--- src/rtl/fpar_pkg.sv ---
package fpar_pkg;
    // Restart styles
    typedef enum logic [1:0] {
        FPAR_RS_NONE,
        FPAR_RS_NOSW,
        FPAR_RS_PLAIN,
        FPAR_RS_SKIP8
    } fpar_restart_e;

    // Operating phases
    typedef enum logic [1:0] {
        FPAR_PH_STARTUP,
        FPAR_PH_CONT,
        FPAR_PH_HYS_SW,
        FPAR_PH_HYS_IDLE
    } fpar_phase_e;

    localparam int FPAR_CLK_MHZ = 200;
    // Times in microseconds
    localparam int FPAR_SUPPLY_QUAL_US = 10;
    localparam int FPAR_SEC_SUPPLY_BLANK_US = 10;
    localparam int FPAR_OPEN_LOOP_BLANK_US = 20;
    localparam int FPAR_SUPPLY_QUAL_CYC = FPAR_SUPPLY_QUAL_US * FPAR_CLK_MHZ;
    localparam int FPAR_SEC_BLANK_CYC =
        FPAR_SEC_SUPPLY_BLANK_US * FPAR_CLK_MHZ;
    localparam int FPAR_OLP_BLANK_CYC = FPAR_OPEN_LOOP_BLANK_US * FPAR_CLK_MHZ;
    // Overcurrent spike blanking in ns
    localparam int FPAR_OC_BLANK_NS = 200;
    localparam int FPAR_OC_BLANK_CYC = (FPAR_OC_BLANK_NS + 4) / 5;
    // Closed-loop timeout in microseconds
    localparam int FPAR_CL_TIMEOUT_US = 50000;
    localparam int FPAR_CL_TIMEOUT_CYC = FPAR_CL_TIMEOUT_US * FPAR_CLK_MHZ;
    localparam int FPAR_SKIP_TOGGLES = 8;
    localparam int FPAR_OC_HIT_LIMIT = 4;
    localparam int FPAR_UV_CYCLE_LIMIT = 4;
    localparam int FPAR_FAULT_N = 14;
    // Fault index positions
    localparam int FPAR_F_OTP = 0;
    localparam int FPAR_F_BROWN = 1;
    localparam int FPAR_F_LINE_OV = 2;
    localparam int FPAR_F_SEV_OC = 3;
    localparam int FPAR_F_OUT_OV = 4;
    localparam int FPAR_F_OUT_UV = 5;
    localparam int FPAR_F_CL_TMO = 6;
    localparam int FPAR_F_PRI_SUP = 7;
    localparam int FPAR_F_SENSE_SHORT = 8;
    localparam int FPAR_F_SEC_SUP = 9;
    localparam int FPAR_F_OPEN_LOOP = 10;
    localparam int FPAR_F_PRI_UV = 11;
    localparam int FPAR_F_SEC_LOCK = 12;
    localparam int FPAR_F_PEAK = 13;
endpackage

--- src/rtl/fpar_qual_if.sv ---
`timescale 1ns/1ps
`default_nettype none
interface fpar_qual_if;
    logic level;
    logic enable;
    logic fault;
    modport owner (output level, output enable, input fault);
    modport qual (input level, input enable, output fault);
endinterface
`default_nettype wire

--- src/rtl/fpar_sync.sv ---
`timescale 1ns/1ps
`default_nettype none
module fpar_sync #(
    parameter int WIDTH = 1
) (
    input wire logic clk,
    input wire logic arst_n,
    input wire logic [WIDTH-1:0] async_in,
    output logic [WIDTH-1:0] sync_out
);
    logic [WIDTH-1:0] meta_r;

    always_ff @(posedge clk or negedge arst_n) begin
        if (!arst_n) begin
            meta_r <= '0;
            sync_out <= '0;
        end else begin
            meta_r <= async_in;
            sync_out <= meta_r;
        end
    end
endmodule
`default_nettype wire

--- src/rtl/fpar_qual.sv ---
`timescale 1ns/1ps
`default_nettype none
// Flags a fault once the level has held for COUNT cycles while enabled
module fpar_qual #(
    parameter int COUNT = 16
) (
    input wire logic clk,
    input wire logic arst_n,
    fpar_qual_if.qual q
);
    localparam int W = $clog2(COUNT + 1);
    localparam logic [W-1:0] LIMIT = W'(COUNT);
    logic [W-1:0] cnt_r;
    logic [W-1:0] cnt_nxt;
    wire hit = q.level && q.enable;

    assign cnt_nxt = !hit ? '0 : (cnt_r == LIMIT) ? cnt_r : cnt_r + 1'b1;

    always_ff @(posedge clk or negedge arst_n) begin
        if (!arst_n) begin
            cnt_r <= '0;
        end else begin
            cnt_r <= cnt_nxt;
        end
    end

    assign q.fault = hit && (cnt_r == LIMIT);
endmodule
`default_nettype wire

--- src/rtl/fpar_supervisor.sv ---
// Summary of operation
// - Any fault stops switching; all but peak limit restart via soft-start
// - Non-switch: idle, recheck each supply-on edge
// - Plain: soft-start at supply-on, abort on fault
// - Eight-skip: wait eight supply toggles first
// - Map thermal/line faults and eight-skip faults
// - Supply/sense-short plain; peak limit resets
// - Fault checks gated by operating phase
// - Primary supply out of range holds switch off
// - Peak current turns switch off immediately
// - High line raises minimum target valley
// - Overcurrent blanking and consecutive-hit counter
// - Thermal release only below hysteresis point
// - Brown-out entry, release above brown-in
// - Non-switch reactivation requires brown-in and no overtemperature
// - Line overvoltage held while above level
// - Output overvoltage check until takeover
// - Output undervoltage cycle count until takeover
// - Sense short checked during configuration only
// - Closed-loop timeout awaits secondary handshake
// - Secondary supply out of range, eight-skip
// - Open loop beyond blanking, eight-skip
// - Secondary lockout always watched, powers down
`timescale 1ns/1ps
`default_nettype none
module fpar_supervisor
    import fpar_pkg::*;
#(
    parameter int CL_TIMEOUT_CYC = fpar_pkg::FPAR_CL_TIMEOUT_CYC,
    parameter int OC_HIT_LIMIT = fpar_pkg::FPAR_OC_HIT_LIMIT,
    parameter int UV_CYCLE_LIMIT = fpar_pkg::FPAR_UV_CYCLE_LIMIT,
    parameter int SKIP_TOGGLES = fpar_pkg::FPAR_SKIP_TOGGLES
) (
    input wire logic clk,
    input wire logic arst_n,
    input wire logic primary_supply_on,
    input wire logic primary_supply_below_off,
    input wire logic primary_supply_over,
    input wire logic primary_supply_short,
    input wire logic temp_over_trip,
    input wire logic temp_below_hys,
    input wire logic bus_below_brown_out,
    input wire logic bus_above_brown_in,
    input wire logic bus_above_line_ov,
    input wire logic peak_current_limit,
    input wire logic severe_overcurrent_guard,
    input wire logic winding_over,
    input wire logic winding_under,
    input wire logic winding_short,
    input wire logic secondary_supply_under,
    input wire logic secondary_supply_over,
    input wire logic secondary_supply_lockout,
    input wire logic error_amplifier_over_open_loop,
    input wire logic high_line,
    input wire logic config_done,
    input wire logic soft_start_done,
    input wire logic secondary_handshake,
    input wire logic hysteretic_mode,
    input wire logic hysteretic_idle,
    input wire logic switch_cycle,
    output logic switch_enable,
    output logic soft_start_req,
    output logic secondary_power_down,
    output logic min_valley_high,
    output fpar_pkg::fpar_restart_e restart_style,
    output fpar_pkg::fpar_phase_e phase,
    output logic [fpar_pkg::FPAR_FAULT_N-1:0] fault_status,
    output logic low_power_idle
);
    import fpar_pkg::*;

    typedef enum logic [2:0] {
        FPAR_ST_WAIT_ON,
        FPAR_ST_CHECK,
        FPAR_ST_SOFT,
        FPAR_ST_RUN,
        FPAR_ST_SKIP
    } fpar_state_e;

    localparam int NIN = 22;
    logic [NIN-1:0] raw_in;
    logic [NIN-1:0] s;
    assign raw_in = {primary_supply_on, primary_supply_below_off,
        primary_supply_over, primary_supply_short, temp_over_trip,
        temp_below_hys, bus_below_brown_out, bus_above_brown_in,
        bus_above_line_ov, peak_current_limit, severe_overcurrent_guard,
        winding_over, winding_under, winding_short, secondary_supply_under,
        secondary_supply_over, secondary_supply_lockout,
        error_amplifier_over_open_loop, high_line, secondary_handshake,
        switch_cycle, winding_short};

    fpar_sync #(.WIDTH(NIN)) u_sync (
        .clk(clk),
        .arst_n(arst_n),
        .async_in(raw_in),
        .sync_out(s)
    );

    wire s_sup_on = s[21];
    wire s_below_off = s[20];
    wire s_sup_over = s[19];
    wire s_otp_trip = s[17];
    wire s_otp_hys = s[16];
    wire s_bo = s[15];
    wire s_bi = s[14];
    wire s_lov = s[13];
    wire s_peak = s[12];
    wire s_oc = s[11];
    wire s_w_over = s[10];
    wire s_w_under = s[9];
    wire s_w_short = s[8];
    wire s_sec_uv = s[7];
    wire s_sec_ov = s[6];
    wire s_sec_lock = s[5];
    wire s_olp = s[4];
    wire s_hline = s[3];
    wire s_hshake = s[2];
    wire s_cycle = s[1];

    fpar_state_e st_r;
    fpar_state_e st_nxt;
    fpar_restart_e style_r;
    logic otp_r;
    logic brown_r;
    logic takeover_r;
    logic sup_on_d_r;
    logic [3:0] skip_cnt_r;
    logic [$clog2(OC_HIT_LIMIT+1)-1:0] oc_cnt_r;
    logic [$clog2(UV_CYCLE_LIMIT+1)-1:0] uv_cnt_r;
    logic [$clog2(CL_TIMEOUT_CYC+1)-1:0] tmo_r;
    logic [FPAR_FAULT_N-1:0] flt;

    // Phase from state, takeover and idle input
    wire startup_ph = (st_r == FPAR_ST_SOFT) || !takeover_r;
    wire idle_ph = hysteretic_idle;
    wire active = (st_r == FPAR_ST_SOFT) || (st_r == FPAR_ST_RUN);
    wire after_start = active && !startup_ph && !idle_ph;
    wire sup_rise = s_sup_on && !sup_on_d_r;

    fpar_qual_if q_pri_lo ();
    fpar_qual_if q_pri_hi ();
    fpar_qual_if q_sec_uv ();
    fpar_qual_if q_sec_ov ();
    fpar_qual_if q_olp ();
    fpar_qual_if q_ocb ();

    assign q_pri_lo.level = s_below_off;
    assign q_pri_lo.enable = active;
    assign q_pri_hi.level = s_sup_over;
    assign q_pri_hi.enable = active && !idle_ph;
    assign q_sec_uv.level = s_sec_uv;
    assign q_sec_uv.enable = after_start;
    assign q_sec_ov.level = s_sec_ov;
    assign q_sec_ov.enable = after_start;
    assign q_olp.level = s_olp;
    assign q_olp.enable = after_start && !hysteretic_mode;
    assign q_ocb.level = s_oc;
    assign q_ocb.enable = active && !idle_ph;

    fpar_qual #(.COUNT(FPAR_SUPPLY_QUAL_CYC)) u_q_pri_lo (
        .clk(clk), .arst_n(arst_n), .q(q_pri_lo));
    fpar_qual #(.COUNT(FPAR_SUPPLY_QUAL_CYC)) u_q_pri_hi (
        .clk(clk), .arst_n(arst_n), .q(q_pri_hi));
    fpar_qual #(.COUNT(FPAR_SEC_BLANK_CYC)) u_q_sec_uv (
        .clk(clk), .arst_n(arst_n), .q(q_sec_uv));
    fpar_qual #(.COUNT(FPAR_SEC_BLANK_CYC)) u_q_sec_ov (
        .clk(clk), .arst_n(arst_n), .q(q_sec_ov));
    fpar_qual #(.COUNT(FPAR_OLP_BLANK_CYC)) u_q_olp (
        .clk(clk), .arst_n(arst_n), .q(q_olp));
    fpar_qual #(.COUNT(FPAR_OC_BLANK_CYC)) u_q_ocb (
        .clk(clk), .arst_n(arst_n), .q(q_ocb));

    wire tmo_hit = (tmo_r == ($bits(tmo_r))'(CL_TIMEOUT_CYC));
    wire startup_chk = active && startup_ph && !idle_ph;

    assign flt[FPAR_F_OTP] = otp_r;
    assign flt[FPAR_F_BROWN] = brown_r;
    assign flt[FPAR_F_LINE_OV] = s_lov && !idle_ph;
    assign flt[FPAR_F_SEV_OC] =
        (oc_cnt_r == ($bits(oc_cnt_r))'(OC_HIT_LIMIT));
    assign flt[FPAR_F_OUT_OV] = active && !takeover_r && s_w_over;
    assign flt[FPAR_F_OUT_UV] =
        (uv_cnt_r == ($bits(uv_cnt_r))'(UV_CYCLE_LIMIT));
    assign flt[FPAR_F_CL_TMO] = startup_chk && tmo_hit;
    assign flt[FPAR_F_PRI_SUP] = q_pri_hi.fault;
    assign flt[FPAR_F_SENSE_SHORT] =
        !config_done && s_w_short && sup_on_d_r;
    assign flt[FPAR_F_SEC_SUP] = q_sec_uv.fault || q_sec_ov.fault;
    assign flt[FPAR_F_OPEN_LOOP] = q_olp.fault;
    assign flt[FPAR_F_PRI_UV] = q_pri_lo.fault;
    assign flt[FPAR_F_SEC_LOCK] = s_sec_lock;
    assign flt[FPAR_F_PEAK] = s_peak;

    // Restart style per fault group; short of primary supply records none
    wire grp_nosw = otp_r || brown_r || flt[FPAR_F_LINE_OV];
    wire grp_skip = flt[FPAR_F_SEV_OC] || flt[FPAR_F_OUT_OV] ||
        flt[FPAR_F_OUT_UV] || flt[FPAR_F_CL_TMO] ||
        flt[FPAR_F_SEC_SUP] || flt[FPAR_F_OPEN_LOOP];
    wire grp_plain = flt[FPAR_F_PRI_SUP] || flt[FPAR_F_PRI_UV] ||
        flt[FPAR_F_SENSE_SHORT];
    wire any_fault = grp_nosw || grp_skip || grp_plain;
    fpar_restart_e style_sel;
    assign style_sel = grp_nosw ? FPAR_RS_NOSW :
        grp_skip ? FPAR_RS_SKIP8 : FPAR_RS_PLAIN;
    wire act_ok = s_bi && !otp_r && !brown_r && !s_lov;

    always_comb begin
        st_nxt = st_r;
        unique case (st_r)
            FPAR_ST_WAIT_ON: if (sup_rise) begin
                if (style_r == FPAR_RS_PLAIN || style_r == FPAR_RS_NONE) begin
                    st_nxt = FPAR_ST_SOFT;
                end else begin
                    st_nxt = FPAR_ST_CHECK;
                end
            end
            FPAR_ST_CHECK: st_nxt = act_ok && !any_fault ?
                FPAR_ST_SOFT : FPAR_ST_WAIT_ON;
            FPAR_ST_SOFT: if (any_fault) begin
                st_nxt = (style_sel == FPAR_RS_SKIP8) ?
                    FPAR_ST_SKIP : FPAR_ST_WAIT_ON;
            end else if (soft_start_done) begin
                st_nxt = FPAR_ST_RUN;
            end
            FPAR_ST_RUN: if (any_fault) begin
                st_nxt = (style_sel == FPAR_RS_SKIP8) ?
                    FPAR_ST_SKIP : FPAR_ST_WAIT_ON;
            end
            FPAR_ST_SKIP: if (sup_rise &&
                skip_cnt_r == 4'(SKIP_TOGGLES - 1)) begin
                st_nxt = FPAR_ST_SOFT;
            end
        endcase
        if (flt[FPAR_F_SEC_LOCK] || primary_supply_short) begin
            st_nxt = FPAR_ST_WAIT_ON;
        end
    end

    always_ff @(posedge clk or negedge arst_n) begin
        if (!arst_n) begin
            st_r <= FPAR_ST_WAIT_ON;
            style_r <= FPAR_RS_NONE;
            sup_on_d_r <= 1'b0;
            skip_cnt_r <= '0;
        end else begin
            st_r <= st_nxt;
            sup_on_d_r <= s_sup_on;
            if (active && any_fault) begin
                style_r <= style_sel;
            end
            skip_cnt_r <= (st_r != FPAR_ST_SKIP) ? '0 :
                sup_rise ? skip_cnt_r + 4'h1 : skip_cnt_r;
        end
    end

    // Thermal and brown-out hysteresis latches
    always_ff @(posedge clk or negedge arst_n) begin
        if (!arst_n) begin
            otp_r <= 1'b0;
            brown_r <= 1'b0;
        end else begin
            otp_r <= (s_otp_trip && !idle_ph) ||
                (otp_r && !s_otp_hys);
            brown_r <= (s_bo && !idle_ph) || (brown_r && !s_bi);
        end
    end

    // Takeover, timeout and consecutive counters
    always_ff @(posedge clk or negedge arst_n) begin
        if (!arst_n) begin
            takeover_r <= 1'b0;
            tmo_r <= '0;
            oc_cnt_r <= '0;
            uv_cnt_r <= '0;
        end else if (!active) begin
            takeover_r <= 1'b0;
            tmo_r <= '0;
            oc_cnt_r <= '0;
            uv_cnt_r <= '0;
        end else begin
            takeover_r <= takeover_r || s_hshake;
            if (!takeover_r && !tmo_hit) begin
                tmo_r <= tmo_r + 1'b1;
            end
            if (s_cycle && !flt[FPAR_F_SEV_OC]) begin
                oc_cnt_r <= q_ocb.fault ? oc_cnt_r + 1'b1 : '0;
            end
            if (s_cycle && soft_start_done && !takeover_r &&
                !flt[FPAR_F_OUT_UV]) begin
                uv_cnt_r <= s_w_under ? uv_cnt_r + 1'b1 : '0;
            end
        end
    end

    // Registered outputs
    always_ff @(posedge clk or negedge arst_n) begin
        if (!arst_n) begin
            switch_enable <= 1'b0;
            soft_start_req <= 1'b0;
            secondary_power_down <= 1'b0;
            min_valley_high <= 1'b0;
            restart_style <= FPAR_RS_NONE;
            phase <= FPAR_PH_STARTUP;
            fault_status <= '0;
            low_power_idle <= 1'b0;
        end else begin
            switch_enable <= (st_nxt == FPAR_ST_SOFT ||
                st_nxt == FPAR_ST_RUN) && !any_fault && !s_peak;
            soft_start_req <= (st_nxt == FPAR_ST_SOFT);
            secondary_power_down <= s_sec_lock;
            min_valley_high <= s_hline;
            restart_style <= style_r;
            phase <= idle_ph ? FPAR_PH_HYS_IDLE :
                hysteretic_mode ? FPAR_PH_HYS_SW :
                startup_ph ? FPAR_PH_STARTUP : FPAR_PH_CONT;
            fault_status <= flt;
            low_power_idle <= (st_nxt == FPAR_ST_WAIT_ON) ||
                (st_nxt == FPAR_ST_SKIP);
        end
    end
endmodule
`default_nettype wire

--- config.mk ---
export PLATFORM = sky130hd
export DESIGN_NAME = fpar_supervisor
export DESIGN_NICKNAME = d
export VERILOG_FILES = /design/src/rtl/fpar_pkg.sv /design/src/rtl/fpar_qual_if.sv /design/src/rtl/fpar_sync.sv /design/src/rtl/fpar_qual.sv /design/src/rtl/fpar_supervisor.sv
export SDC_FILE = /design/constraint.sdc
export NUM_CORES = 1
export LEC_CHECK = 0
export ABC_CLOCK_PERIOD_IN_PS = 3900
export BUFFER_PORTS_ARGS = -buffer_cell sky130_fd_sc_hd__buf_2
export CAP_MARGIN = 20
export CELL_PAD_IN_SITES_DETAIL_PLACEMENT = 1
export CELL_PAD_IN_SITES_GLOBAL_PLACEMENT = 1
export CORE_MARGIN = 2
export CORE_UTILIZATION = 38
export DETAILED_ROUTE_END_ITERATION = 7
export PLACE_DENSITY_LB_ADDON = 0.1
export SETUP_SLACK_MARGIN = 0.2
export SLEW_MARGIN = 20
export SYNTH_ARGS = -nofsm -noshare
export SYNTH_HDL_FRONTEND = slang
export SYNTH_HIERARCHICAL = 1
export SYNTH_SLANG_ARGS = --single-unit
--- constraint.sdc ---
create_clock -name clk -period 3.9 [get_ports clk]
set_clock_uncertainty 0.15 [all_clocks]
set_input_delay 0.975 -clock clk [delete_from_list [all_inputs] [get_ports clk]]
set_output_delay 0.975 -clock clk [all_outputs]
set_load 0.01 [all_outputs]
### Word-level counts from Yosys, hierarchy flattened

Cells that the tools add are included.

| storage, ports and cells | value |
|---|---|
| input bits | 27 |
| register bits after elaboration | 172 |
| output and inout port bits | 23 |
| word-level logic and storage cells | 186 |

| operators by class | value |
|---|---|
| muxes and demuxes | 38 |
| add/subtract/negate cells | 10 |
| reduce and logical (&&, ||, !) cells | 83 |
| equal/unequal tests | 29 |

Operators with widths:

| operator | number |
|---|---|
| $mux W11 | 8 |
| $mux W24 | 2 |
| $add A11 B1 Y11 const B | 4 |
| $eq A11 B11 Y1 const B | 4 |
| $logic_and A1 B1 Y1 | 42 |
| $mux W3 | 13 |
| $add A24 B1 Y24 const B | 1 |
| $eq A24 B24 Y1 const B | 1 |
| $mux W12 | 2 |
| $logic_or A1 B1 Y1 | 21 |
| $logic_not A1 Y1 | 16 |
| $pmux W3 S5 | 1 |
| $add A12 B1 Y12 const B | 1 |
| $eq A12 B12 Y1 const B | 1 |
| $eq A3 B2 Y1 const B | 4 |
| $eq A3 B3 Y1 const B | 4 |
| $mux W6 | 2 |
| $ne A2 B2 Y1 const B | 6 |
| $mux W2 | 5 |
| $mux W4 | 2 |
| $add A3 B1 Y3 const B | 2 |
| $add A6 B1 Y6 const B | 1 |
| $eq A6 B6 Y1 const B | 1 |
| $logic_not A3 Y1 | 2 |
| other kinds (9) | 14 |

### Longest topological paths before layout

Gate-level depths: netlist of run 1.

| depth | value |
|---|---|
| depth after elaboration | 21 |
| mapped depth | 13 |
| gate-level depth less buffers | 11 |

### Modules after synthesis

The synthesis of run 1 kept the hierarchy.

Modules (own cells, without submodules):

| module | cells an instance | times used | area an instance (um2) |
|---|---|---|---|
| fpar_supervisor | 318 | 1 | 3095.5 |
| fpar_qual (u_q_pri_hi ...) | 64 | 4 | 623.1 |
| fpar_sync | 44 | 1 | 1101.1 |
| fpar_qual (u_q_olp) | 68 | 1 | 650.6 |
| fpar_qual (u_q_ocb) | 36 | 1 | 337.8 |

### Worst setup path after synthesis of run 1

No wires, ideal clock.

| timing path | value |
|---|---|
| path kind | reg-to-reg |
| from | reg st_r[2] |
| to | reg switch_enable |
| period minus slack after synthesis | 2.919 ns |
| stages on the path, launching flop included | 12 |
| path slack | 0.981 ns |
| setup time | 0.069 ns |
| data arrival time | 2.700 ns |
| path through | dfrtp_1 clkbuf_1 inv_1 nand2_1 inv_1 and2_1 clkbuf_1 and2_1 or3_1 o31a_1 a2111oi_2 and4b_1 |

RTL lines:

| element | line | RTL |
|---|---|---|
| start: declaration | fpar_supervisor.sv:120 | `fpar_state_e st_r;` |
| start signal: assignment | fpar_supervisor.sv:246 | `st_r <= st_nxt;` |
| $eq A3 B2 Y1 | fpar_supervisor.sv:136 | `wire active = (st_r == FPAR_ST_SOFT) \|\| (st_r == FPAR_ST_RUN);` |
| $logic_or A1 B1 Y1 (*) | fpar_supervisor.sv:136 |  |
| named net active | fpar_supervisor.sv:136 |  |
| $logic_and A1 B1 Y1 (*) | fpar_qual.sv:15 | `wire hit = q.level && q.enable;` |
| $logic_and A1 B1 Y1 (*) | fpar_qual.sv:27 | `assign q.fault = hit && (cnt_r == LIMIT);` |
| named net flt[11] | fpar_supervisor.sv:131 | `logic [FPAR_FAULT_N-1:0] flt;` |
| $logic_or A1 B1 Y1 (*) (2 in series) | fpar_supervisor.sv:199 | `wire grp_plain = flt[FPAR_F_PRI_SUP] \|\| flt[FPAR_F_PRI_UV] \|\|` |
| $logic_or A1 B1 Y1 (*) | fpar_supervisor.sv:201 | `wire any_fault = grp_nosw \|\| grp_skip \|\| grp_plain;` |
| $logic_not A1 Y1 | fpar_supervisor.sv:217 | `FPAR_ST_CHECK: st_nxt = act_ok && !any_fault ?` |
| $logic_and A1 B1 Y1 | fpar_supervisor.sv:217 |  |
| $mux W2 | fpar_supervisor.sv:217 |  |
| $pmux W3 S5 (*) | fpar_supervisor.sv:209 | `unique case (st_r)` |
| $mux W3 (*) | fpar_supervisor.sv:234 | `if (flt[FPAR_F_SEC_LOCK] \|\| primary_supply_short) begin` |
| named net st_nxt[1] | fpar_supervisor.sv:121 | `fpar_state_e st_nxt;` |
| $eq A3 B2 Y1 (on tied branches) | fpar_supervisor.sv:307, fpar_supervisor.sv:308 |  |
| $logic_or A1 B1 Y1 (*) | fpar_supervisor.sv:307 | `switch_enable <= (st_nxt == FPAR_ST_SOFT \|\|` |
| $logic_and A1 B1 Y1 (*) (2 in series) | fpar_supervisor.sv:308 | `st_nxt == FPAR_ST_RUN) && !any_fault && !s_peak;` |
| end signal: assignment | fpar_supervisor.sv:307 |  |
| end: declaration | fpar_supervisor.sv:61 | `output logic switch_enable,` |

The timed path passes the listed nets; every way through them passes the cells marked *.
A chain may end at the register's enable or synchronous reset.

### Worst setup path in the final report of run 1

Ends and elaborated chain as after synthesis.

==> impl_metrics.json, run 1 <==
{
  "outcome": "finished, final reports clean",
  "internal_power_mw": 2.84,
  "power.share.combinational_pct": 3.2,
  "syn-num-nets": 764,
  "design.final.nets": 823,
  "numCtsBuffers": 17,
  "peakVddDrop_mv": 0.259,
  "clk-insertion-delay-late_ns": 0.43,
  "antennaDiodeCount": 0,
  "worst-path-buf-inv": 2,
  "floorplan.die_area_mm2": 0.0211,
  "post_cts.repair.setup_buffers": 0,
  "syn2layout_area_growth_pct": 15.9,
  "antenna_found_initial": 0,
  "clk_path_buf_depth": 2,
  "htreeDepth": 4,
  "use_met3_pct": 4.15,
  "final_min_period_over_clock_period_pct": 77.3,
  "power.density_mw_per_mm2": 418,
  "rsz0062_at_grt": "false",
  "grt_max_degree": 88,
  "first_pass_iters": 4,
  "switchingPower_mw": 0.829,
  "power.share.sequential_pct": 48.9,
  "io-pin-count": 50,
  "cellLeakagePower_nw": 3.58,
  "swShare_pct": 22.6,
  "place_ws_ns": 0.517,
  "cp-end-kind": "flip-flop",
  "worstSetupPathType": "reg2reg",
  "global_route.usage.total_pct": 18.1,
  "grt-busiest-layer": "met2",
  "cp_max_delay_cell": "sky130_fd_sc_hd__dfrtp_1",
  "dr.first_iter.drc_count": 190,
  "min_to": "u_sync/sync_out[1]",
  "max_cap_viol_count": 0,
  "number_of_global_route_vias_before_repair": 5990,
  "cp-start-kind": "flip-flop",
  "vias": 5562,
  "critical_path.cell_chain": "inv_1, nand2_1, inv_1, and2_1, and2_1, or3_1, o31a_1, a2111oi_2, and4b_1",
  "gr-total-overflow": 0,
  "time_the_final_worst_path_needs_with_i_o_delays_and_setup_ns": 3.02,
  "crit_path_max_fanout": 10,
  "worst_ep_arrival_time_ns": 3.23,
  "filler_cell_count": 2207,
  "holdPathStages": 0,
  "worst_path_dominant_cell_family": "simple AND/OR/NAND/NOR gates",
  "cts_hold_repair.buffers": 0,
  "residual_drc_count": 0,
  "grt.met2_usage_pct": 30.2,
  "yosysWarnings": 6,
  "synthesis.area_mm2": 0.00758,
  "non_filler_instances": 1055,
  "route.antenna.remaining_nets": 0,
  "max_slew.worst_pin.slew_ns": 0.833,
  "reg2reg_from": "st_r[2]",
  "setup_violations_final": 0,
  "timing.fmax_mhz": 332,
  "die_height_um": 145,
  "flop2flop_setup_slack_ns": 0.88,
  "routed_wirelength_mm": 17.9,
  "cts.root.buffer_cell": "sky130_fd_sc_hd__clkbuf_16",
  "die-width_um": 145,
  "vias_per_cell": 5.27,
  "totalNegativeSetupSlack_ns": 0,
  "hold_viol": 0,
  "tritoncts": "done",
  "dpl.cell_count": 1023,
  "clock_power_share_pct": 47.8,
  "worst_hold_startpoint": "u_sync/meta_r[1]",
  "finalWeightedCongestion": 0.838,
  "use_met1_pct": 23.8,
  "clock_transition_at_path_regs_ns": 0.07,
  "post_drt_wl_per_cell_um": 17.0,
  "fin_util_pct": 45.0,
  "ctsResizeCount": 0,
  "fp.coreArea_mm2": 0.0195,
  "synth_area_per_cell_um2": 10.6,
  "port_buffers": 49,
  "timing.rr.end": "switch_enable",
  "core.rowCount": 51,
  "start_util_pct": 38.8,
  "synthCells": 718,
  "hpwlAfterDp_mm": 12.6,
  "timing.reg2reg.worst_path_depth": 9,
  "post_route_cells_drive_above_1_share_pct": 14.9,
  "cts_num_sinks": 167,
  "timing.slew.headroom_pct": 44.4,
  "post-route-worst-setup-slack_ns": 0.884,
  "report.final.slew_viol_count": 0,
  "grt_pass1_wl_mm": 30.8,
  "type_of_the_most_critical_hold_path": "reg2reg",
  "cp_data_required_time_ns": 4.11,
  "critical_path.max_stage_delay_ns": 0.51
}
## per-stage QoR
stage | hold slack [ns] | area [um^2] | power, mW
after CTS | 0.194 | 8780 | 3.74
final | 0.194 | 8780 | 3.67
after floorplan | 0.181 | 7580 | 1.86
after detailed placement | 0.186 | 8170 | 1.95
after global placement | 0.181 | 8170 | 1.95
after global routing | 0.200 | 8780 | 3.83
## worst max path at each step
stage	startpoint	to	depth (start not counted)
final	st_r[2]	switch_enable	9
after global placement	hysteretic_idle	switch_enable	9
after global routing	st_r[2]	switch_enable	10
after floorplan	st_r[2]	switch_enable	11
after CTS	st_r[2]	switch_enable	10
after detailed placement	hysteretic_idle	switch_enable	9
## worst reg2reg max path, cell delays in order, from the launching register on
cell                        delay (ns)
sky130_fd_sc_hd__dfrtp_1          0.51
sky130_fd_sc_hd__inv_1            0.15
sky130_fd_sc_hd__nand2_1          0.16
sky130_fd_sc_hd__inv_1            0.15
sky130_fd_sc_hd__and2_1           0.25
sky130_fd_sc_hd__and2_1           0.18
sky130_fd_sc_hd__or3_1            0.46
sky130_fd_sc_hd__o31a_1           0.32
sky130_fd_sc_hd__a2111oi_2        0.36
sky130_fd_sc_hd__and4b_1          0.25
## metal layers
| metal | share of wire (%) | vias to the layer above | wire, um |
|---|---|---|---|
| met3 | 2.8 | 16 | 509 |
| met1 | 46 | 2832 | 8300 |
| met5 | 0 | - | 0 |
| li1 | - | 2648 | - |
| met4 | 1.1 | 0 | 191 |
| met2 | 50 | 66 | 8910 |
## power groups by stage
stage	Combinational [mW]	Sequential [mW]	Clock, mW
6_report	0.118	1.80	1.76
5_1_grt	0.135	1.80	1.89
2_1_floorplan	0.0374	1.83	0
3_5_place_dp	0.123	1.83	0
3_3_place_gp	0.120	1.83	0
4_1_cts	0.124	1.80	1.82
## registers in the layout (all words and copies together) (netlist names), 2 cells and up
signal            count
tmo_r                24
u_q_ocb/cnt_r         6
u_q_olp/cnt_r        12
phase                 2
u_sync/sync_out      20
u_q_sec_ov/cnt_r     11
u_q_pri_hi/cnt_r     11
skip_cnt_r            4
fault_status         14
oc_cnt_r              3
u_sync/meta_r        20
restart_style         2
u_q_pri_lo/cnt_r     11
st_r                  3
uv_cnt_r              3
u_q_sec_uv/cnt_r     11
style_r               2
## final cells by class
type	instances	area (um^2)	share of cell area, %
clock buffers	18	439	5.00
repair buffers	56	329	3.75
well taps	265	332	3.77
flip-flops and latches	167	4180	47.6
clock inverters	14	174	1.98
multi-input cells	490	3160	36.0
inverters	45	169	1.92
## cell usage in the layout (no fill, tap or decap), types with 5 or more instances in the layout
master                      instances
sky130_fd_sc_hd__nand4_1           20
sky130_fd_sc_hd__mux2i_1           11
sky130_fd_sc_hd__nor2_1            58
sky130_fd_sc_hd__dfrtp_1          167
sky130_fd_sc_hd__inv_1             45
sky130_fd_sc_hd__o21ai_0           23
sky130_fd_sc_hd__or3_1             20
sky130_fd_sc_hd__and2_1            11
sky130_fd_sc_hd__xnor2_1           23
sky130_fd_sc_hd__a21oi_1           43
sky130_fd_sc_hd__clkbuf_16         17
sky130_fd_sc_hd__nand3_1           40
sky130_fd_sc_hd__nand2_1           69
sky130_fd_sc_hd__buf_2             48
sky130_fd_sc_hd__nor3_1            17
sky130_fd_sc_hd__ha_1              19
sky130_fd_sc_hd__o31ai_1           12
sky130_fd_sc_hd__xor2_1            15
sky130_fd_sc_hd__buf_4              5
sky130_fd_sc_hd__or4_1             13
sky130_fd_sc_hd__nor4_1            12
sky130_fd_sc_hd__o22ai_1            7
sky130_fd_sc_hd__and3_1             5
No activity file was read; power rests on OpenSTA's default activity.
==> run 2: changes to the inputs <==
ABC_CLOCK_PERIOD_IN_PS = 2600   (was 3900)
clock period = 2.6 ns   (was 3.9 ns; I/O delays follow)
==> run 2 against run 1 <==
Effect of this change:
- non-clock buffer count grew 56
- register-to-register slack lost 0.76 ns
- wire length grew 6.0%
- sequential share of layout area shrank 3.0 points
- final cell count grew 5.3%
- global-route usage grew 0.36 points
- via count grew 4.6%
- sequential cell count is the same
- highest routed layer is now met5
==> impl_metrics.json, run 2 (same netlist as run 1, synthesis figures left out) <==
{
  "cellLeakagePower_nw": 3.91,
  "max_slew.worst_pin.slew_ns": 0.559,
  "worstSetupPathType": "reg2reg",
  "vias": 5816,
  "cts_num_sinks": 167,
  "hpwlAfterDp_mm": 13.6,
  "totalPowerFinal_mw": 5.55,
  "totalNegativeSetupSlack_ns": 0,
  "grt_pass1_wl_mm": 31.2,
  "post-route-worst-setup-slack_ns": 0.127,
  "largest_reg_flops": 24,
  "numCtsBuffers": 17,
  "routed_wirelength_mm": 19.0,
  "syn2layout_area_growth_pct": 23.7,
  "rsz0062_at_grt": "true",
  "non_filler_instances": 1111,
  "finalWeightedCongestion": 0.821,
  "type_of_the_most_critical_hold_path": "in2async",
  "final_min_period_over_clock_period_pct": 95.1,
  "timing.fmax_mhz": 404,
  "largest_registers": "tmo_r: 24 flops, u_sync/meta_r: 20 flops, u_sync/sync_out: 20 flops",
  "timing.reg2reg.worst_path_depth": 6,
  "swShare_pct": 22.3,
  "clk_path_buf_depth": 2,
  "residual_drc_count": 0,
  "top_register": "tmo_r",
  "clock_power_share_pct": 47.7,
  "report.final.slew_viol_count": 0,
  "setup_violations_final": 0,
  "cp-end-kind": "flip-flop",
  "core.rowCount": 51,
  "start_util_pct": 38.8,
  "timing.slew.headroom_pct": 62.2,
  "dr.first_iter.drc_count": 268,
  "clock_transition_at_path_regs_ns": 0.07,
  "mostFrequentLayoutCell": "sky130_fd_sc_hd__dfrtp_1",
  "cts_hold_repair.buffers": 0,
  "first_pass_iters": 4,
  "cp_data_required_time_ns": 2.75,
  "dpl.cell_count": 1061,
  "internal_power_mw": 4.31,
  "power.density_mw_per_mm2": 592,
  "antenna_found_initial": 1,
  "max_cap_viol_count": 0,
  "antennaDiodeCount": 0,
  "die-width_um": 145,
  "post_drt_wl_per_cell_um": 17.1,
  "worst_ep_arrival_time_ns": 2.63,
  "design.final.nets": 879,
  "global_route.usage.total_pct": 18.4,
  "outcome": "finished, final reports clean",
  "place_ws_ns": -0.174,
  "clk-insertion-delay-late_ns": 0.42,
  "die_height_um": 145,
  "peakVddDrop_mv": 0.452,
  "io-pin-count": 50,
  "power.share.sequential_pct": 48.6,
  "floorplan.die_area_mm2": 0.0211,
  "fp.coreArea_mm2": 0.0195,
  "most-common-layout-cells": "sky130_fd_sc_hd__dfrtp_1 (167), sky130_fd_sc_hd__nand2_1 (65), sky130_fd_sc_hd__nor2_1 (57), sky130_fd_sc_hd__buf_4 (57), sky130_fd_sc_hd__buf_2 (49)",
  "cp-start-kind": "flip-flop",
  "route.antenna.remaining_nets": 0,
  "fin_worst_hold_slack_ns": 0.0230,
  "htreeDepth": 4,
  "cts.root.buffer_cell": "sky130_fd_sc_hd__clkbuf_16",
  "port_buffers": 49,
  "post_route_cells_drive_above_1_share_pct": 23.8,
  "time_the_final_worst_path_needs_with_i_o_delays_and_setup_ns": 2.47,
  "gr-total-overflow": 0,
  "crit_path_max_fanout": 5,
  "hold_viol": 0,
  "power.share.combinational_pct": 3.7,
  "tritoncts": "done",
  "vias_per_cell": 5.23,
  "grt_max_degree": 51,
  "number_of_global_route_vias_before_repair": 6208,
  "switchingPower_mw": 1.23
}
run 2: changes by cell type in the layout (fill, tap and decap cells not counted), sizes merged:
cell,before,now
buf,56,112
clkinv,5,4
clkbuf,18,20
clkinvlp,3,2
run 2: power by group through the flow:
stage,registers [mW],clock network [mW],logic [mW]
CTS,2.70,2.73,0.211
detailed placement,2.75,0,0.206
global placement,2.74,0,0.200
floorplan,2.74,0,0.0613
finish,2.70,2.65,0.206
global route,2.70,2.83,0.232
run 2: worst max-delay path: stages (launching register included):
cell and delay, ns:
sky130_fd_sc_hd__dfrtp_1 0.42, sky130_fd_sc_hd__or4_1 0.54, sky130_fd_sc_hd__or4_4 0.45, sky130_fd_sc_hd__or3_4 0.38, sky130_fd_sc_hd__nand2b_2 0.10, sky130_fd_sc_hd__a2111oi_4 0.09, sky130_fd_sc_hd__and4b_1 0.23
run 2: repair_timing:
action                                  CTS  global route
buffers inserted                          9             8
cloned                                    0             1
endpoints found under the setup margin    5            11
pin swaps                                 6             5
resized for setup                        17             8
endpoints found under the hold margin     0             0
run 2: per-layer routing:
metal | GRT usage [%] | vias up | routed length [um]
li1 | - | 2767 | -
met1 | 22.7 | 2962 | 8380
met2 | 32.1 | 67 | 9810
met3 | 4.25 | 18 | 497
met4 | 5.83 | 2 | 283
met5 | 0 | - | 7
run 2: area by class of cell:
cell class / instances / area, um^2
fill: 2163 / 10200
sequential: 167 / 4180
multi-input combinational: 490 / 3300
timing repair buffer: 112 / 767
clock buffer: 20 / 457
tap: 265 / 332
inverter: 45 / 171
clock inverter: 12 / 165
run 2: worst paths after layout:
path | startpoint | end | slack [ns]
min in group clk | primary_supply_on | u_sync/meta_r[21] | 0.18
min reg2reg | u_sync/meta_r[3] | u_sync/sync_out[3] | 0.20
max | tmo_r[3] | switch_enable | 0.13
max reg2reg | tmo_r[3] | switch_enable | 0.13
min | arst_n | u_q_olp/cnt_r[10] | 0.02
max in group asynchronous | arst_n | style_r[0] | 1.58
run 2: per-stage QoR:
step / instance area (um^2) / utilization (%)
floorplan: 7640 / -
global placement: 8520 / 43.6
detailed placement: 8520 / 43.6
CTS: 9270 / 47.5
global route: 9370 / 48.0
finish: 9370 / 48.0
==> run 3: changes to the inputs <==
ABC_AREA = 1   (was not set)
SETUP_SLACK_MARGIN = not set   (was 0.2)
==> run 3 against run 2 <==
Effect of this change:
- first-iteration DRC count is 20% lower
- worst setup slack better by 0.17 ns
- design area is 2.9% higher
- fmax is 7.5% higher
- highest routed layer is now met4
==> impl_metrics.json, run 3 <==
{
  "outcome": "finished, final reports clean",
  "worst_path_dominant_cell_family": "simple AND/OR/NAND/NOR gates",
  "worst_ep_arrival_time_ns": 2.50,
  "top_register": "tmo_r",
  "cts.root.buffer_cell": "sky130_fd_sc_hd__clkbuf_16",
  "clk-insertion-delay-late_ns": 0.43,
  "routed_wirelength_mm": 20.5,
  "port_buffers": 49,
  "die_height_um": 153,
  "cts_num_sinks": 167,
  "peakVddDrop_mv": 0.342,
  "max_slew.worst_pin.slew_ns": 0.494,
  "critical_path.startpoint": "u_q_pri_lo/cnt_r[0]",
  "route.antenna.remaining_nets": 0,
  "core.rowCount": 54,
  "mostFrequentLayoutCell": "sky130_fd_sc_hd__nand2_1",
  "largest_reg_flops": 24,
  "totalPowerFinal_mw": 5.78,
  "largest_registers": "tmo_r: 24 flops, u_sync/meta_r: 20 flops, u_sync/sync_out: 20 flops",
  "tritoncts": "done",
  "worst-path-buf-inv": 1,
  "io-pin-count": 50,
  "cp_max_delay_cell": "sky130_fd_sc_hd__dfrtp_1",
  "grt_pass1_wl_mm": 35.2,
  "residual_drc_count": 0,
  "timing.slew.headroom_pct": 66.8,
  "vias": 6502,
  "floorplan.die_area_mm2": 0.0233,
  "antenna_found_initial": 0,
  "fin_area_mm2": 0.00964,
  "design.final.nets": 1098,
  "post_dp_cell_area_mm2": 0.00899,
  "synth_area_per_cell_um2": 8.49,
  "vias_per_cell": 4.83,
  "htreeDepth": 4,
  "finalWeightedCongestion": 0.793,
  "cpMostUsedCell": "sky130_fd_sc_hd__nor2_1",
  "yosysWarnings": 6,
  "grt_max_degree": 52,
  "start_util_pct": 38.6,
  "syn-num-nets": 1034,
  "number_of_global_route_vias_before_repair": 6859,
  "filler_cell_count": 2640,
  "clock_transition_at_path_regs_ns": 0.07,
  "critical_path.max_stage_delay_ns": 0.44,
  "fp.coreArea_mm2": 0.0218,
  "clk_path_buf_depth": 2,
  "hold_viol": 0,
  "worstSetupPathType": "reg2reg",
  "final_min_period_over_clock_period_pct": 88.5,
  "hpwlAfterDp_mm": 15.2,
  "post_cts.repair.setup_buffers": 0,
  "reg2reg_from": "u_q_pri_lo/cnt_r[0]",
  "cp_data_required_time_ns": 2.80,
  "post_drt_wl_per_cell_um": 15.2,
  "cp-start-kind": "flip-flop",
  "totalNegativeSetupSlack_ns": 0,
  "multi_input_comb_area_mm2": 0.00359,
  "synthesis.area_mm2": 0.00839,
  "seq_area_mm2": 0.00418,
  "first_pass_iters": 4,
  "timing.fmax_mhz": 435,
  "power.density_mw_per_mm2": 599,
  "antennaDiodeCount": 0,
  "setup_violations_final": 0,
  "critical_path.cell_chain": "inv_1, ha_1, nand2_1, nor2_1, nand3_1, nor2_1, nor3_1, nand4_4, o21bai_2, nand3_1, nor2_1",
  "max_cap_viol_count": 0,
  "rsz0062_at_grt": "false",
  "time_the_final_worst_path_needs_with_i_o_delays_and_setup_ns": 2.30,
  "synthCells": 988,
  "dr.first_iter.drc_count": 215,
  "cp-end-kind": "flip-flop",
  "syn2layout_area_growth_pct": 15.0,
  "most-common-layout-cells": "sky130_fd_sc_hd__nand2_1 (201), sky130_fd_sc_hd__dfrtp_1 (167), sky130_fd_sc_hd__nor2_1 (145), sky130_fd_sc_hd__inv_1 (132), sky130_fd_sc_hd__nand3_1 (75)",
  "gr-total-overflow": 0,
  "numCtsBuffers": 17,
  "crit_path_max_fanout": 5,
  "type_of_the_most_critical_hold_path": "in2async",
  "cellLeakagePower_nw": 4.52,
  "global_route.usage.total_pct": 18.7,
  "fin_worst_hold_slack_ns": 0.0202,
  "die-width_um": 153,
  "report.final.slew_viol_count": 0,
  "post_route_cells_drive_above_1_share_pct": 17.0
}
[run 3: per-stage QoR]
step / setup slack (ns) / std cells / util, %
floorplan: 0.532 / 988 / -
global placement: 0.176 / 1313 / 41.3
detailed placement: 0.0554 / 1313 / 41.3
CTS: 0.199 / 1345 / 44.3
global route: 0.00805 / 1345 / 44.3
finish: 0.299 / 1345 / 44.3
[run 3: timing repair]
action | in CTS | in global routing
hold buffers | 0 | 0
setup endpoints to repair | 0 | 3
endpoints found under the hold margin | 0 | 0
resized for setup | 0 | 2
[run 3: cell type report]
| cell class | instances | share of cell area [%] |
|---|---|---|
| multi-input combinational | 666 | 37.3 |
| inverter | 141 | 5.51 |
| sequential | 167 | 43.3 |
| clock buffer | 19 | 4.59 |
| timing repair buffer | 59 | 3.65 |
| clock inverter | 13 | 2.02 |
| tap | 280 | 3.63 |
[run 3: path summary, 6_finish.rpt]
check,to,slack (ns),cells after the start
max,soft_start_req,0.30,11
min,u_q_sec_ov/cnt_r[6],0.02,1
max reg2reg,soft_start_req,0.30,11
min reg2reg,u_sync/sync_out[12],0.20,0
max in group asynchronous,u_q_pri_lo/cnt_r[7],1.60,2
min in group clk,u_sync/meta_r[21],0.17,1
[run 3: layer usage]
layer	vias to the layer above	routed length, um	GRT usage [%]
met5	-	0	0
met4	0	265	4.63
met3	17	724	4.49
met2	78	9600	30.5
met1	3159	9910	25.3
li1	3248	-	-
[run 3: power breakdown]
| group | internal, mW | switching, mW | total, mW |
|---|---|---|---|
| Clock | 1.65 | 1.08 | 2.73 |
| Sequential | 2.68 | 0.0521 | 2.74 |
| Combinational | 0.0972 | 0.211 | 0.308 |
